==> config.mk <==
export PLATFORM = sky130hd
export DESIGN_NAME = qbio_ports
export DESIGN_NICKNAME = d
export VERILOG_FILES = /design/src/core/qbio_pkg.sv /design/src/core/qbio_pin.sv /design/src/core/qbio_ports.sv
export VERILOG_INCLUDE_DIRS = /design/src /design/src/core
export SDC_FILE = /design/constraint.sdc
export NUM_CORES = 1
export LEC_CHECK = 0
export ABC_AREA = 1
export BUFFER_PORTS_ARGS = -buffer_cell sky130_fd_sc_hd__buf_2
export CORE_MARGIN = 2
export CORE_UTILIZATION = 35
export CTS_CLUSTER_DIAMETER = 120
export CTS_CLUSTER_SIZE = 16
export DETAILED_ROUTE_END_ITERATION = 10
export RECOVER_POWER = 50
export SLEW_MARGIN = 10
export SYNTH_ARGS = -nofsm -noshare
export SYNTH_HDL_FRONTEND = slang
export SYNTH_SLANG_ARGS = --single-unit
==> constraint.sdc <==
create_clock -name i_clk -period 1.8 [get_ports i_clk]
set_clock_uncertainty 0.2 [all_clocks]
set_input_delay 0.18 -clock i_clk [delete_from_list [all_inputs] [get_ports i_clk]]
set_output_delay 0.18 -clock i_clk [all_outputs]
set_load 0.1 [all_outputs]
==> src/core/qbio_regs.svh <==
// Register offsets, reset values and timing counts for the quasi-bidirectional port block
// Contract
// Five bit-addressable 8-bit ports; ports one to four are quasi-bidirectional.
// Very weak pull-up is on while the latch bit holds one.
// Weak pull-up is on only while the sensed pin level is one.
// A latch rising from zero to one turns on strong pull-up for two clocks.
// A latch bit at zero drives the pin low strongly.
// Port zero is open-drain by default; latch one leaves pin undriven.
// Option bit zero enables port zero pull-ups on all eight pins.
// During external memory access ports zero and two drive strongly both ways; port zero releases its pins in a data phase without i_ext_data_oe.
// Port zero carries low address and data; port two carries high address.
// External program execution blocks access to port zero and two latches.
// Read-modify-write reads the latch; ordinary reads return the pin state.
// Bit instructions read the whole latch, change one bit, write the byte.
// Ports zero to three reset their latches to all ones.
// Port zero option register resets to zero; bits seven to one reserved.
// Port four is a quasi-bidirectional latch at its own address, reset ones.
// Strong pulse counter starts at the rising latch write and restarts on new ones.
// Pin levels pass a synchroniser before reaching the read data path.
`ifndef QBIO_REGS_SVH
`define QBIO_REGS_SVH
`define QBIO_ADDR_PORT0     8'h80
`define QBIO_ADDR_P0OPT     8'h86
`define QBIO_ADDR_PORT1     8'h90
`define QBIO_ADDR_PORT2     8'ha0
`define QBIO_ADDR_PORT3     8'hb0
`define QBIO_ADDR_PORT4     8'hd8
`define QBIO_LATCH_RST      8'hff
`define QBIO_P0OPT_RST      8'h00
`define QBIO_P0OPT_PUEN_BIT 0
`define QBIO_CLK_PERIOD_NS  5
`define QBIO_STRONG_CLKS    2
`endif

==> src/core/qbio_pkg.sv <==
// Types shared by the quasi-bidirectional port block
package qbio_pkg;
   typedef logic [7:0] qbio_byte_t;
   typedef logic [2:0] qbio_port_t;
endpackage : qbio_pkg

==> src/core/qbio_pin.sv <==
// One quasi-bidirectional pin: pull-up controls, strong pulse and input synchroniser
`timescale 1ns/1ps
`include "qbio_regs.svh"
module qbio_pin
   import qbio_pkg::*;
#(
   parameter int STRONG_CLKS = `QBIO_STRONG_CLKS
) (
   input  wire logic i_clk,
   input  wire logic i_arst_n,
   input  wire logic i_latch,
   input  wire logic i_latch_rise,
   input  wire logic i_pullup_en,
   input  wire logic i_bus_mode,
   input  wire logic i_bus_out,
   input  wire logic i_pin,
   output logic      o_pin_sync,
   output logic      o_very_weak,
   output logic      o_weak,
   output logic      o_strong,
   output logic      o_pull_down
);
   // =====================================================
   // Input synchroniser
   logic [2:0] sync_reg;
   logic       sense_reg;
   always_ff @(posedge i_clk or negedge i_arst_n) begin
      if (!i_arst_n) begin
         sync_reg  <= 3'h7;
         sense_reg <= 1'b1;
      end else begin
         sync_reg <= {sync_reg[1:0], i_pin};
         if (sync_reg[1] == sync_reg[2]) begin
            sense_reg <= sync_reg[2];
         end
      end
   end
   assign o_pin_sync = sense_reg;

   // =====================================================
   // Strong pull-up pulse counter
   logic [3:0] cnt_reg;
   always_ff @(posedge i_clk or negedge i_arst_n) begin
      if (!i_arst_n) begin
         cnt_reg <= 4'h0;
      end else if (i_latch_rise) begin
         cnt_reg <= 4'(STRONG_CLKS); // see R4
      end else if (cnt_reg != 4'h0) begin
         cnt_reg <= cnt_reg - 4'h1;
      end
   end

   // =====================================================
   // Drive controls
   always_comb begin
      if (i_bus_mode) begin
         o_very_weak = 1'b0;
         o_weak      = 1'b0;
         o_strong    = i_bus_out;
         o_pull_down = ~i_bus_out;
      end else begin
         o_very_weak = i_pullup_en & i_latch;              // see R2
         o_weak      = i_pullup_en & i_latch & sense_reg;
         // Pulse is cut when the latch drops so it never fights the pull-down
         o_strong    = i_pullup_en & i_latch & (cnt_reg != 4'h0); // see R4
         o_pull_down = ~i_latch;
      end
   end
endmodule : qbio_pin

==> src/core/qbio_ports.sv <==
// Five 8-bit port latches with register access and per-pin drive control
`timescale 1ns/1ps
`include "qbio_regs.svh"
module qbio_ports
   import qbio_pkg::*;
#(
   parameter int NUM_PORTS = 5,
   parameter int STRONG_NS = 2 * `QBIO_CLK_PERIOD_NS
) (
   input  wire logic                     i_clk,
   input  wire logic                     i_arst_n,
   input  wire logic [7:0]               i_sfr_addr,
   input  wire logic                     i_sfr_wr,
   input  wire logic [7:0]               i_sfr_wdata,
   input  wire logic                     i_sfr_rd,
   input  wire logic                     i_sfr_rmw,
   input  wire logic                     i_sfr_bit_op,
   input  wire logic [2:0]               i_sfr_bit_sel,
   input  wire logic                     i_sfr_bit_val,
   output logic      [7:0]               o_sfr_rdata,
   output logic                          o_sfr_hit,
   input  wire logic                     i_ext_fetch,
   input  wire logic                     i_ext_access,
   input  wire logic [7:0]               i_ext_addr_lo,
   input  wire logic [7:0]               i_ext_addr_hi,
   input  wire logic                     i_ext_data_phase,
   input  wire logic [7:0]               i_ext_wdata,
   input  wire logic                     i_ext_data_oe,
   output logic      [7:0]               o_ext_rdata,
   input  wire logic [8*NUM_PORTS-1:0]   i_pin,
   output logic      [8*NUM_PORTS-1:0]   o_very_weak,
   output logic      [8*NUM_PORTS-1:0]   o_weak,
   output logic      [8*NUM_PORTS-1:0]   o_strong,
   output logic      [8*NUM_PORTS-1:0]   o_pull_down
);
   localparam int STRONG_CLKS = (STRONG_NS + `QBIO_CLK_PERIOD_NS - 1) / `QBIO_CLK_PERIOD_NS;

   // =====================================================
   // Address decode
   logic [NUM_PORTS-1:0] sel;
   logic                 sel_opt;
   logic [7:0]           port_addr [0:4];
   assign port_addr[0] = `QBIO_ADDR_PORT0;
   assign port_addr[1] = `QBIO_ADDR_PORT1;
   assign port_addr[2] = `QBIO_ADDR_PORT2;
   assign port_addr[3] = `QBIO_ADDR_PORT3;
   assign port_addr[4] = `QBIO_ADDR_PORT4;
   assign sel_opt = (i_sfr_addr == `QBIO_ADDR_P0OPT);

   // Ports zero and two are locked while executing externally
   logic [NUM_PORTS-1:0] locked;
   logic [NUM_PORTS-1:0] bus_port;

   logic [7:0] latch_reg [0:NUM_PORTS-1];
   logic [7:0] sync_byte [0:NUM_PORTS-1];
   logic       pullup_en_reg;

   // =====================================================
   // Option register
   always_ff @(posedge i_clk or negedge i_arst_n) begin
      if (!i_arst_n) begin
         pullup_en_reg <= 1'b0;
      end else if (i_sfr_wr && sel_opt) begin
         pullup_en_reg <= i_sfr_wdata[`QBIO_P0OPT_PUEN_BIT];
      end
   end

   // =====================================================
   // Port latches and pins
   genvar p, b;
   generate
      for (p = 0; p < NUM_PORTS; p++) begin : g_port
         logic [7:0] wr_val;
         logic [7:0] latch_next;
         logic [7:0] bus_out;
         assign sel[p]      = (i_sfr_addr == port_addr[p]);
         assign locked[p]   = i_ext_fetch && (p == 0 || p == 2);
         assign bus_port[p] = i_ext_access && (p == 0 || p == 2);
         assign bus_out     = (p == 0) ? (i_ext_data_phase ? i_ext_wdata : i_ext_addr_lo) : i_ext_addr_hi;
         always_comb begin
            wr_val = latch_reg[p];
            if (i_sfr_bit_op) begin
               wr_val[i_sfr_bit_sel] = i_sfr_bit_val;
            end else begin
               wr_val = i_sfr_wdata;
            end
            latch_next = (i_sfr_wr && sel[p] && !locked[p]) ? wr_val : latch_reg[p];
         end
         always_ff @(posedge i_clk or negedge i_arst_n) begin
            if (!i_arst_n) begin
               latch_reg[p] <= `QBIO_LATCH_RST;
            end else begin
               latch_reg[p] <= latch_next;
            end
         end
         for (b = 0; b < 8; b++) begin : g_bit
            logic rise;
            logic bus_mode;
            assign rise     = ~latch_reg[p][b] & latch_next[b];
            assign bus_mode = bus_port[p] && (p != 0 || i_ext_data_oe || !i_ext_data_phase);
            qbio_pin #(
               .STRONG_CLKS (STRONG_CLKS)
            ) u_pin (
               .i_clk        (i_clk),
               .i_arst_n     (i_arst_n),
               .i_latch      (latch_reg[p][b] | bus_port[p]),
               .i_latch_rise (rise),
               .i_pullup_en  ((p != 0) | pullup_en_reg), // see R6
               .i_bus_mode   (bus_mode),
               .i_bus_out    (bus_out[b]),
               .i_pin        (i_pin[8*p+b]),
               .o_pin_sync   (sync_byte[p][b]),
               .o_very_weak  (o_very_weak[8*p+b]),
               .o_weak       (o_weak[8*p+b]),
               .o_strong     (o_strong[8*p+b]),
               .o_pull_down  (o_pull_down[8*p+b])
            );
         end
      end
   endgenerate

   assign o_ext_rdata = sync_byte[0];

   // =====================================================
   // Read data
   always_ff @(posedge i_clk or negedge i_arst_n) begin
      if (!i_arst_n) begin
         o_sfr_rdata <= 8'h00;
      end else if (i_sfr_rd) begin
         o_sfr_rdata <= 8'h00;
         if (sel_opt) begin
            o_sfr_rdata <= {7'h00, pullup_en_reg};
         end
         for (int i = 0; i < NUM_PORTS; i++) begin
            if (sel[i] && !locked[i]) begin
               o_sfr_rdata <= (i_sfr_rmw || i_sfr_bit_op) ? latch_reg[i] : sync_byte[i];
            end
         end
      end
   end

   always_comb begin
      o_sfr_hit = sel_opt;
      for (int i = 0; i < NUM_PORTS; i++) begin
         if (sel[i] && !locked[i]) begin
            o_sfr_hit = 1'b1;
         end
      end
   end
endmodule : qbio_ports

---- Word level (Yosys, flattened, before mapping) ----
Cells that the tools add are included.
storage, ports and cells
  logic and storage cells ................. 705
  memory bits (writable) .................. 0
  memories kept ........................... 0
  memory bits (read-only) ................. 0
  register bits after elaboration ......... 369
  latch bits .............................. 0
  output and inout bits ................... 177
operators by class
  shift operators ......................... 0
  add/sub/neg operators ................... 40
  reduce and logical (&&, ||, !) cells .... 96
  multipliers ............................. 0
  magnitude comparators ................... 2
  bitwise operators ....................... 216
  equal/unequal tests ..................... 46
  divide/modulo/power cells ............... 0
  mux-type cells .......................... 178
operators by type and width
  cell                                                                          count
  4-bit 2-to-1 mux                                                              80
  8-bit 2-to-1 mux                                                              21
  4-bit nonzero test                                                            40
  4-bit by 1-bit subtractor with 4-bit output, second input constant            40
  1-bit bitwise AND                                                             128
  2-bit nonzero test                                                            40
  1-bit inverter                                                                72
  1-bit 2-to-1 mux                                                              71
  8-bit == test, second input constant                                          6
  8-bit bitwise mux                                                             5
  1-bit == test                                                                 40
  1-bit OR                                                                      16
  1-bit logical AND                                                             12
  3-bit by 4-bit less-than comparator with 1-bit output, second input constant  1
  1-bit demux with 3-bit select                                                 1
  3-bit by 1-bit >= comparator with 1-bit output, second input constant         1
  1-bit zero test                                                               2
  1-bit logical OR                                                              2

---- Longest topological paths before layout ----
Gate-level depths: netlist of run 1.
  depth in word-level cells ............... 9
  mapped depth ............................ 12
  gate-level depth less buffers ........... 11

---- Hierarchy ----
Synthesis of run 1 repeated with hierarchy kept, for this count alone.
unflattened totals
  cells, all modules ...................... 2203
  area, all modules ....................... 19035.8 µm²
by module, submodules not included
  module      sequential area each (µm²)  area an instance (µm²)  times used  cells each
  qbio_pin    205.2                       381.6                   40          41
  qbio_ports  1276.2                      3771.1                  1           563

---- Worst setup path before layout of run 1 ----
OpenSTA, ideal clock, no wires.
  path kind ............................... input to output
  start ................................... input i_sfr_addr[6]
  end ..................................... output o_sfr_hit
  path buffers ............................ 0
  cell stages on the path ................. 7
  arrival time ............................ 1.538 ns
  setup slack ............................. -0.118 ns
  path through ............................ inv_1 nand2_1 nor3_1 nand3_1 clkinv_1 nor3_1 nand3_1
between the ends
  word-level cells in the longest chain between the ends .. 7
  elaborated cells on any way between the ends .. 13
ends and longest elaborated chain
  what                           line               RTL
  start, declared                qbio_ports.sv:12   input wire logic [7:0] i_sfr_addr,
  8-bit == test                  qbio_ports.sv:76   assign sel[p] = (i_sfr_addr == port_addr[p]);
  1-bit logical AND              qbio_ports.sv:145  if (sel[i] && !locked[i]) begin
  1-bit 2-to-1 mux (4 in a row)  qbio_ports.sv:145
  1-bit 2-to-1 mux (*)           qbio_ports.sv:145
  end, declared                  qbio_ports.sv:21   output logic o_sfr_hit,
Mark *: on every way between the ends. The rest lies on a longest branch, timed or not.

---- Worst setup path in the final report of run 1 ----
  start ................................... register latch_reg[35] (netlist bit)
  end ..................................... output o_strong[3]
between the ends
  word-level cells in the longest chain between the ends .. 4
ends and longest elaborated chain
  what                             line               RTL
  start, declared                  qbio_ports.sv:54   logic [7:0] latch_reg [0:NUM_PORTS-1];
  start signal, assigned by index  qbio_ports.sv:91   latch_reg[p] <= `QBIO_LATCH_RST;
  start signal, assigned by index  qbio_ports.sv:93   latch_reg[p] <= latch_next;
  1-bit OR                         qbio_ports.sv:106  .i_latch (latch_reg[p][b] | bus_port[p]),
  1-bit bitwise AND (2 in a row)   qbio_pin.sv:65     o_strong = i_pullup_en & i_latch & (cnt_reg != 4'h0);
  1-bit 2-to-1 mux                 qbio_pin.sv:56     if (i_bus_mode) begin
  end, declared                    qbio_ports.sv:33   output logic [8*NUM_PORTS-1:0] o_strong,
Every way passes these cells.

==> impl_metrics.py, run 1 <==
metrics = {
    "run_status": {
        "run_status": "finished with violations",
        "violations": "negative setup slack",
    },
    "cts": {
        "cts_sinks": 369,
        "clk_latency_ns": 0.57,
        "clk_path_buf_depth": 3,
        "h-tree-depth": 1,
        "tritoncts": "yes",
        "cts_buffers": 27,
        "cts_root_buf": "clkbuf_16",
        "clk_pin_slew_worst_paths_ns": 0.07,
    },
    "floorplan": {
        "die_area_mm2": 0.0555,
        "dieHeight_um": 236,
        "start_util": 0.356,
        "rows": 84,
        "core-area_mm2": 0.0528,
        "ios": 271,
        "die_w_um": 236,
    },
    "logic_synthesis": {
        "synth_top_area_frac": 0.280,
        "synth_flop_cell": "dfstp_2",
        "synth-seq-area-share": 0.506,
        "syn_nets": 2291,
        "synthTopCellsByArea": "dfstp_2 28%, dfrtp_1 23%, nand2_1 7.8%, inv_1 7.6%, buf_4 6.8%",
        "netlist_instances": 2141,
        "synth_seq_cells": 369,
        "netlist_area_mm2": 0.0188,
        "yosysWarnings": 0,
        "avgSynthCellArea_um2": 8.76,
        "async_flop_share": 1.00,
        "synth_cell_type_count": 46,
        "yosysTopAreaCell": "dfstp_2",
        "synth_edf_count": 0,
    },
    "sta": {
        "slew_headroom": 0.346,
        "fin_ws_ns": -0.479,
        "fin_hold_ws_ns": 0.0151,
        "worstMarginPinSlew_ns": 0.981,
        "post-route-period-util": 1.27,
        "rsz0062_at_grt": "yes",
        "final-hold-violation-count": 0,
        "fmax_mhz": 439,
        "finalSetupTns_ns": -28.89,
        "setup_viol": 158,
        "period_minus_slack_ns": 2.28,
        "slew_violations": 0,
    },
    "global_route": {
        "grt_remaining_overflow": 0,
        "track_usage": 0.216,
        "grt_max_degree": 60,
        "grt_pass1_wl_um": 93900,
        "antenna_found_initial": 8,
        "grt_pass1_vias": 16900,
    },
    "cells_and_area": {
        "utilization": 0.558,
        "drive_above_1_share": 0.509,
        "final_nets": 2930,
        "syn_to_final_growth_pct": 57.0,
        "largest_reg_flops": 160,
        "fin_area_mm2": 0.0295,
    },
    "power": {
        "ir_worst_vdd_mv": 0.819,
        "power_w": 0.0381,
        "p_leak_nw": 14.3,
        "power.internal_w": 0.0227,
        "power_density_mw_per_mm2": 1290,
        "p_comb_frac": 0.522,
        "power_switching_w": 0.0154,
        "switching_share": 0.405,
        "seqPwrFrac": 0.324,
        "power.share.clock": 0.154,
    },
    "flow_run": {
        "cap_violations": 0,
    },
    "critical_path": {
        "path_max_fanout": 2,
        "timing.rr.start": "g_port[4].g_bit[4].u_pin.cnt_reg[1]",
        "start_kind": "flop",
        "critical_path_arrival_ns": 1.90,
        "crit_start": "latch_reg[35]",
        "crit_required_ns": 1.42,
        "critPathKind": "flop to output pin",
        "end_kind": "output pin",
    },
    "route": {
        "dr_total_vias": 16300,
        "firstDrtPassIters": 5,
        "viasPerCell": 4.67,
        "ant_nets": 0,
        "avgRoutedWirePerCell_um": 17.7,
        "drc": 0,
        "wl_um": 61900,
        "drtIter0Drc": 912,
    },
    "worst_hold_path": {
        "min_path_type": "input port to flop",
        "min_from": "i_ext_fetch",
    },
    "placed_design": {
        "hpwl_um": 42600,
        "io_buffers": 270,
        "place_congestion": 0.884,
        "placed_cell_area_mm2": 0.0229,
    },
}
## per-stage QoR
| step | setup slack, ns | std cells |
|---|---|---|
| floorplan | 0.108 | 2141 |
| global placement | -0.495 | 3105 |
| detailed placement | -0.495 | 3105 |
| CTS | -0.562 | 3417 |
| global route | -0.584 | 3491 |
| finish | -0.479 | 3493 |
## area by class of cell
cell class,count,area (µm²)
multi-input combinational,1192,8220
inverter,390,1580
timing repair buffer,799,8520
antenna,4,10.0
fill,4372,23300
tap,688,861
clock buffer,48,754
sequential,369,9490
clock inverter,2,25.0
timing repair inverter,1,5.00
## cells in the mapped netlist, drive strengths merged, types with 16 or more instances
master,count
buf,185
dfrtp,169
nand2,402
nor3,40
nor2,216
o211ai,16
nand3,110
inv,386
maj3,40
ha,56
o21ai,178
a21oi,36
dfstp,200
xor2,46
## layer usage
| layer | up-vias | global-route usage | part of all wire |
|---|---|---|---|
| li1 | 7753 | - | - |
| met1 | 7957 | 0.269 | 0.41 |
| met2 | 462 | 0.379 | 0.50 |
| met3 | 120 | 0.0366 | 0.054 |
| met4 | 8 | 0.0726 | 0.034 |
| met5 | - | 0 | 0.00086 |
## critical path: stages (launching register included)
cell	delay, ns
dfstp_2	0.56
inv_2	0.06
a21oi_2	0.16
inv_1	0.07
nor2_2	0.12
nand2_1	0.08
o21ai_2	0.07
clkbuf_16	0.22
## what timing repair did
| item | 4_1_cts | 5_1_grt |
|---|---|---|
| endpoints found under the setup margin | 181 | 209 |
| gates cloned | 0 | 1 |
| setup buffers | 220 | 102 |
| endpoints found under the hold margin | 292 | 0 |
| hold buffers | 57 | 0 |
| pin swaps | 127 | 101 |
| resized for setup | 765 | 184 |
## power by group through the flow
stage / clock [W] / combinational [W] / sequential (W)
2_1_floorplan: 0 / 0.0101 / 0.0117
3_3_place_gp: 0 / 0.0129 / 0.0119
3_5_place_dp: 0 / 0.0137 / 0.0120
4_1_cts: 0.00602 / 0.0184 / 0.0122
5_1_grt: 0.00634 / 0.0217 / 0.0126
6_report: 0.00586 / 0.0199 / 0.0123
## cell families (layout without fill, tap and decap cells)
logic type / count (synthesis) / in the layout / synth area share
compound gates: 247 / 247 / 0.0749
xor+xnor: 59 / 59 / 0.0275
fa+ha+maj: 96 / 96 / 0.0587
buf+inv: 580 / 1240 / 0.152
flops: 369 / 369 / 0.506
mux: 11 / 11 / 0.00594
other cells: 0 / 4 / 0
simple gates: 779 / 779 / 0.175
## cells in the final DEF (no fill, tap or decap), drive strengths merged, types with 56 or more instances in the layout
| cell type | netlist | routed |
|---|---|---|
| nor2 | 216 | 216 |
| o21ai | 178 | 178 |
| inv | 386 | 379 |
| ha | 56 | 56 |
| dfstp | 200 | 200 |
| nand3 | 110 | 110 |
| dfrtp | 169 | 169 |
| clkbuf | 5 | 63 |
| buf | 185 | 728 |
| nand2 | 402 | 402 |
## worst paths after layout
path	to	slack (ns)	depth (start not counted)
min	latch_reg[37]	0.02	4
max in group asynchronous	g_port[4].g_bit[2].u_pin.cnt_reg[3]	0.15	3
max	o_strong[3]	-0.48	7
min reg2reg	g_port[4].g_bit[3].u_pin.sync_reg[1]	0.15	0
max reg2reg	g_port[4].g_bit[4].u_pin.cnt_reg[1]	0.02	9
min in group asynchronous	latch_reg[24]	0.56	2
(Power assumes the default switching activity.)
==> inputs of run 2 (changes only) <==
--- a/config.mk
+++ b/config.mk
@@ -13,7 +13,9 @@
 export CTS_CLUSTER_DIAMETER = 120
 export CTS_CLUSTER_SIZE = 16
 export DETAILED_ROUTE_END_ITERATION = 10
+export PLACE_DENSITY = 0.57
 export RECOVER_POWER = 50
+export SETUP_SLACK_MARGIN = 0.15
 export SLEW_MARGIN = 10
 export SYNTH_ARGS = -nofsm -noshare
 export SYNTH_HDL_FRONTEND = slang
==> run 2 against run 1 <==
Compared with the run above:
- the run ends with negative hold slack, negative setup slack left
- register-to-register slack got worse by 0.11 ns
- count of clock-buffer cells in the layout shrank 1
- non-clock buffer count rose by 24
- largest power group unchanged
- highest routed layer unchanged
- largest cell class unchanged
- core utilization grew 0.82 points
==> impl_metrics.py, run 2 (same netlist as run 1, synthesis figures left out) <==
metrics = {
    "route": {
        "wl_um": 59600,
        "avgRoutedWirePerCell_um": 17.0,
        "dr_total_vias": 16300,
        "drtIter0Drc": 1032,
        "viasPerCell": 4.64,
        "firstDrtPassIters": 5,
        "ant_nets": 0,
        "drc": 0,
    },
    "global_route": {
        "grt_max_degree": 75,
        "grt_pass1_wl_um": 90700,
        "antenna_found_initial": 4,
        "grt_remaining_overflow": 0,
        "grt_pass1_vias": 16700,
        "track_usage": 0.207,
    },
    "cts": {
        "cts_buffers": 27,
        "h-tree-depth": 1,
        "tritoncts": "yes",
        "clk_path_buf_depth": 3,
        "clk_pin_slew_worst_paths_ns": 0.08,
        "cts_sinks": 369,
        "cts_root_buf": "clkbuf_16",
        "cts_hold_buf": 55,
        "clk_latency_ns": 0.59,
    },
    "floorplan": {
        "die_w_um": 236,
        "ios": 271,
        "start_util": 0.356,
        "rows": 84,
        "core-area_mm2": 0.0528,
        "dieHeight_um": 236,
        "die_area_mm2": 0.0555,
    },
    "power": {
        "power.share.clock": 0.156,
        "p_comb_frac": 0.520,
        "p_leak_nw": 14.4,
        "power_switching_w": 0.0153,
        "ir_worst_vdd_mv": 1.21,
        "power.internal_w": 0.0226,
        "switching_share": 0.403,
        "seqPwrFrac": 0.324,
        "power_density_mw_per_mm2": 1270,
    },
    "sta": {
        "fin_ws_ns": -0.514,
        "post-route-period-util": 1.29,
        "slew_headroom": 0.298,
        "fmax_mhz": 432,
        "period_minus_slack_ns": 2.31,
        "final-hold-violation-count": 3,
        "slew_violations": 0,
        "setup_viol": 168,
        "fin_hold_ws_ns": -0.0287,
        "worstMarginPinSlew_ns": 1.05,
        "rsz0062_at_grt": "yes",
    },
    "placed_design": {
        "io_buffers": 270,
        "place_congestion": 0.883,
        "hpwl_um": 41500,
        "placed_cell_area_mm2": 0.0230,
    },
    "critical_path": {
        "end_kind": "output pin",
        "worstPathCellList": "inv_2 > a21oi_2 > inv_1 > nor2_2 > nand2_1 > o21ai_2 > clkbuf_16",
        "crit_required_ns": 1.42,
        "cp_slowest_stage_delay_ns": 0.57,
        "critical_path.slowest_cell": "dfstp_2",
        "start_kind": "flop",
        "critical_path_arrival_ns": 1.93,
        "critPathKind": "flop to output pin",
        "path_max_fanout": 2,
    },
    "cells_and_area": {
        "final_nets": 2953,
        "drive_above_1_share": 0.526,
        "syn_to_final_growth_pct": 59.3,
        "fin_area_mm2": 0.0299,
        "final_cell_mix": "365 x buf_4, 314 x nand2_1, 224 x inv_1",
        "largest_reg_flops": 160,
        "final_common_cell": "buf_4",
    },
    "run_status": {
        "violations": "negative hold slack, negative setup slack",
        "run_status": "finished with violations",
    },
    "flow_run": {
        "cap_violations": 0,
    },
    "worst_hold_path": {
        "min_path_type": "input port to flop",
    },
}
run 2: critical path: cells and delay by family (launching register included):
| kind | cells | cell delay (ns) |
|---|---|---|
| flops | 1 | 0.57 |
| buf+inv | 3 | 0.35 |
| compound gates | 2 | 0.23 |
| simple gates | 2 | 0.21 |
run 2: routing by layer:
layer | vias to the layer above | wire length [µm] | global-route usage
met5 | - | 14 | 0
met3 | 78 | 3630 | 0.0432
met4 | 2 | 1730 | 0.0562
met2 | 437 | 29200 | 0.357
li1 | 7801 | - | -
met1 | 7972 | 25000 | 0.263
run 2: through the flow:
step                      worst slack, ns  utilization  TNS, ns  std cells  power (W)
after floorplan                     0.119            -        0       2141     0.0219
after global placement             -0.130        0.435    -1.82       3100     0.0249
after detailed placement           -0.149        0.435    -2.67       3100     0.0257
after CTS                          -0.565        0.534   -35.81       3386     0.0359
after global routing               -0.614        0.566   -43.46       3512     0.0405
final                              -0.514        0.566   -33.39       3514     0.0379
run 2: power groups by stage:
stage / Combinational [W] / Clock, W / Sequential [W]
5_1_grt: 0.0216 / 0.00640 / 0.0125
2_1_floorplan: 0.0102 / 0 / 0.0117
4_1_cts: 0.0176 / 0.00610 / 0.0122
3_5_place_dp: 0.0137 / 0 / 0.0121
3_3_place_gp: 0.0130 / 0 / 0.0119
6_report: 0.0197 / 0.00591 / 0.0123
run 2: final timing paths:
kind / slack (ns) / startpoint / end / cells past startpoint
min in group asynchronous: 0.01 / i_arst_n / latch_reg[7] / 2
worst min-delay path: -0.03 / i_ext_fetch / latch_reg[35] / 5
worst min register to register: 0.14 / g_port[1].g_bit[3].u_pin.sync_reg[0] / g_port[1].g_bit[3].u_pin.sync_reg[1] / 0
worst max register to register: -0.09 / latch_reg[37] / g_port[0].g_bit[5].u_pin.cnt_reg[2] / 10
max in group asynchronous: 0.33 / i_arst_n / g_port[4].g_bit[0].u_pin.cnt_reg[2] / 3
worst max-delay path: -0.51 / latch_reg[37] / o_strong[5] / 7
run 2: area by class of cell:
class                   count  area [µm²]
diodes                      3        7.51
clock buffers              47         751
clock inverters             2        25.0
fillers                  4377       22900
inverters                 390        1550
multi-input cells        1192        8300
flip-flops and latches    369        9490
well taps                 688         861
repair buffers            823        8910
run 2: what timing repair did:
item / in CTS / in global routing
endpoints found under the hold margin: 419 / 3
setup buffers: 182 / 125
pin swaps: 121 / 158
gates resized for setup: 753 / 251
endpoints found under the setup margin: 195 / 271
cloned: 0 / 0
==> inputs of run 3 (changes only) <==
--- a/config.mk
+++ b/config.mk
@@ -6,14 +6,15 @@
 export SDC_FILE = /design/constraint.sdc
 export NUM_CORES = 1
 export LEC_CHECK = 0
-export ABC_AREA = 1
+export ABC_AREA = 0
 export BUFFER_PORTS_ARGS = -buffer_cell sky130_fd_sc_hd__buf_2
 export CORE_MARGIN = 2
 export CORE_UTILIZATION = 35
+export CTS_BUF_LIST = sky130_fd_sc_hd__clkbuf_4 sky130_fd_sc_hd__clkbuf_8
 export CTS_CLUSTER_DIAMETER = 120
 export CTS_CLUSTER_SIZE = 16
 export DETAILED_ROUTE_END_ITERATION = 10
-export PLACE_DENSITY = 0.57
+export PLACE_DENSITY = 0.59
 export RECOVER_POWER = 50
 export SETUP_SLACK_MARGIN = 0.15
 export SLEW_MARGIN = 10
==> constraint.sdc (replaced) <==
create_clock -name i_clk -period 2.1 [get_ports i_clk]
set_clock_uncertainty 0.2 [all_clocks]
set_input_delay 0.21 -clock i_clk [delete_from_list [all_inputs] [get_ports i_clk]]
set_output_delay 0.21 -clock i_clk [all_outputs]
set_load 0.1 [all_outputs]
==> run 3 against run 2 <==
Compared with the run above:
- the run ends with negative setup slack left
- cell count fell by 13%
- flip-flop and latch count did not move
- synthesized area fell by 3.0%
- setup slack improved by 0.20 ns
- combinational power fell by 31%
- critical endpoint is now g_port[2].g_bit[4].u_pin.cnt_reg[2]
- largest power group unchanged
- die area fell by 2.9%
==> impl_metrics.py, run 3 <==
metrics = {
    "sta": {
        "setup_viol": 78,
        "period_minus_slack_ns": 2.41,
        "final-hold-violation-count": 0,
        "rsz0062_at_grt": "yes",
        "slew_headroom": 0.0201,
        "slew_violations": 0,
        "post-route-period-util": 1.15,
        "fin_ws_ns": -0.315,
        "fmax_mhz": 414,
        "fin_hold_ws_ns": 0.0173,
        "finalSetupTns_ns": -8.51,
        "worstMarginPinSlew_ns": 1.47,
    },
    "route": {
        "avgRoutedWirePerCell_um": 19.2,
        "wl_um": 59000,
        "firstDrtPassIters": 7,
        "viasPerCell": 4.90,
        "dr_total_vias": 15000,
        "drtIter0Drc": 827,
        "ant_nets": 0,
        "drc": 0,
    },
    "placed_design": {
        "placed_cell_area_mm2": 0.0212,
        "place_congestion": 0.845,
        "io_buffers": 270,
        "hpwl_um": 38400,
    },
    "logic_synthesis": {
        "avgSynthCellArea_um2": 10.4,
        "synth_seq_cells": 369,
        "yosysTopAreaCell": "dfstp_2",
        "synth_top_family_by_area": "simple AND/OR/NAND/NOR gates",
        "synthXorXnorAreaFrac": 0.0231,
        "netlist_instances": 1755,
        "synth_edf_count": 0,
        "synth_top_area_frac": 0.289,
        "synthTopCellsByArea": "dfstp_2 29%, dfrtp_1 23%, buf_4 6.9%, ha_1 3.8%, o21ai_0 3.0%",
        "synth_compound_area_frac": 0.0999,
        "yosys.area_share.simple": 0.172,
        "async_flop_share": 1.00,
        "synthTopCellsByCount": "200 x dfstp_2, 169 x dfrtp_1, 168 x buf_4, 129 x nor2_1, 124 x inv_1",
        "synthAdderAreaFrac": 0.0605,
        "syn_nets": 1905,
        "netlist_area_mm2": 0.0182,
        "muxShareOfSynthArea": 0.0200,
        "synth_flop_cell": "dfstp_2",
        "synth_most_common_cell": "dfstp_2",
        "synth-seq-area-share": 0.521,
        "synth_cell_type_count": 58,
        "yosysWarnings": 0,
    },
    "floorplan": {
        "rows": 83,
        "die_area_mm2": 0.0539,
        "dieHeight_um": 232,
        "ios": 271,
        "die_w_um": 232,
        "core-area_mm2": 0.0514,
        "start_util": 0.354,
    },
    "global_route": {
        "track_usage": 0.210,
        "grt_use_met1": 0.270,
        "grt_pass1_vias": 15500,
        "antenna_found_initial": 3,
        "top_usage_layer": "met2",
        "grt_remaining_overflow": 0,
        "use_met2": 0.358,
        "use_met3": 0.0350,
        "grt_pass1_wl_um": 87500,
        "grt_max_degree": 71,
    },
    "cells_and_area": {
        "final_nets": 2513,
        "syn_to_final_growth_pct": 54.4,
        "largest_reg_flops": 160,
        "fin_area_mm2": 0.0281,
        "n_fill_cell": 4227,
        "final_common_cell": "buf_4",
        "final_cell_mix": "309 x buf_4, 169 x dfrtp_1, 167 x dfstp_2",
        "drive_above_1_share": 0.504,
    },
    "critical_path": {
        "critPathKind": "flop to flop",
        "end_kind": "flop",
        "crit_buf_inv": 11,
        "cp_slowest_stage_delay_ns": 0.40,
        "critical_path.slowest_cell": "dfrtp_1",
        "path_max_fanout": 3,
        "crit_top_cell": "buf_4",
        "crit_start": "g_port[2].g_bit[4].u_pin.cnt_reg[1]",
        "worstPathCellList": "inv_2 > buf_4 > buf_4 > buf_4 > buf_4 > buf_4 > buf_4 > buf_4 > buf_4 > buf_4 > buf_4 > ha_2 > nand2b_4 > a21oi_2",
        "timing.rr.start": "g_port[2].g_bit[4].u_pin.cnt_reg[1]",
        "critical_path_arrival_ns": 2.76,
        "crit_required_ns": 2.45,
        "start_kind": "flop",
        "cp_top_family": "buffers and inverters",
    },
    "cts": {
        "cts_sinks": 369,
        "cts_buffers": 27,
        "h-tree-depth": 1,
        "cts_root_buf": "clkbuf_8",
        "clk_path_buf_depth": 3,
        "clk_pin_slew_worst_paths_ns": 0.11,
        "tritoncts": "yes",
        "clk_latency_ns": 0.62,
    },
    "run_status": {
        "violations": "negative setup slack",
        "run_status": "finished with violations",
    },
    "worst_hold_path": {
        "min_from": "i_pin[32]",
        "min_path_type": "input port to flop",
    },
    "power": {
        "power_w": 0.0281,
        "ir_worst_vdd_mv": 0.542,
        "p_leak_nw": 12.2,
        "power_density_mw_per_mm2": 999,
    },
    "flow_run": {
        "cap_violations": 0,
    },
}
-- run 3: cell types whose count changed in the layout (fill, tap and decap cells not counted), sizes merged, moves of 36 or more --
cell	previous run	this run
nand2	402	103
inv	380	125
nand3	110	6
nor2	216	129
buf	756	678
nand2b	0	70
o21ai	178	109
a21oi	36	104
nor3	40	90
xor2	46	0
and2	0	40
dlygate4sd3	54	93
nand3b	0	36
or3	0	36
-- run 3: final timing paths --
kind	endpoint	slack, ns	cells after the start
min in group asynchronous	g_port[4].g_bit[5].u_pin.sync_reg[2]	0.83	2
max in group asynchronous	g_port[4].g_bit[1].u_pin.cnt_reg[1]	0.13	3
worst max-delay path	g_port[2].g_bit[4].u_pin.cnt_reg[2]	-0.31	14
worst min-delay path	g_port[4].g_bit[0].u_pin.sync_reg[0]	0.02	2
worst min register to register	g_port[2].g_bit[4].u_pin.sync_reg[1]	0.15	0
worst max register to register	g_port[2].g_bit[4].u_pin.cnt_reg[2]	-0.31	14
-- run 3: layout make-up --
cell class              instances  area [µm²]  share of cell area
repair buffers                783        8420               0.300
inverters                     124         531              0.0189
multi-input cells            1058        8280               0.294
flip-flops and latches        369        9480               0.337
clock inverters                 1        16.3            0.000579
diodes                          3        7.51            0.000267
clock buffers                  47         522              0.0186
well taps                     680         851              0.0303
-- run 3: metrics by stage --
| step | worst slack (ns) | instances | util |
|---|---|---|---|
| after floorplan | -0.411 | 1755 | - |
| after global placement | 0.000836 | 2638 | 0.413 |
| after detailed placement | -0.00786 | 2638 | 0.413 |
| after CTS | -0.317 | 2979 | 0.521 |
| after global routing | -0.390 | 3064 | 0.547 |
| final | -0.315 | 3065 | 0.547 |
-- run 3: cells by family (layout without fill, tap and decap cells) --
group,count (synthesis),after routing
xor gates and xnor gates,48,48
adders and majority gates,96,96
buffers and inverters,328,955
other,0,3
muxes,35,35
and+or+nand+nor,573,573
DFF,369,369
AOI/OAI and AO/OA,306,306
-- run 3: timing repair --
| item | 4_1_cts | 5_1_grt |
|---|---|---|
| hold buffers | 94 | 0 |
| hold endpoints to repair | 465 | 0 |
| setup buffers | 199 | 83 |
| setup endpoints to repair | 169 | 185 |
| resized for setup | 712 | 195 |
| pin swaps | 81 | 56 |
-- run 3: per-layer routing --
layer | up-vias | wire length, µm
li1 | 6967 | -
met1 | 7513 | 24700
met2 | 429 | 29200
met3 | 105 | 3390
met4 | 2 | 1760
met5 | - | 13
-- run 3: worst reg2reg max path, cell delays in order, from the launching register on --
cell and delay, ns:
dfrtp_1 0.40, inv_2 0.07, buf_4 0.13, buf_4 0.13, buf_4 0.13, buf_4 0.13, buf_4 0.13, buf_4 0.13
buf_4 0.12, buf_4 0.12, buf_4 0.12, buf_4 0.12, ha_2 0.17, nand2b_4 0.14, a21oi_2 0.13
-- run 3: power breakdown --
group	switching [W]	internal, W
combinational	0.00653	0.00697
sequential	0.00153	0.00908
clock	0.00239	0.00158
total	0.0104	0.0176
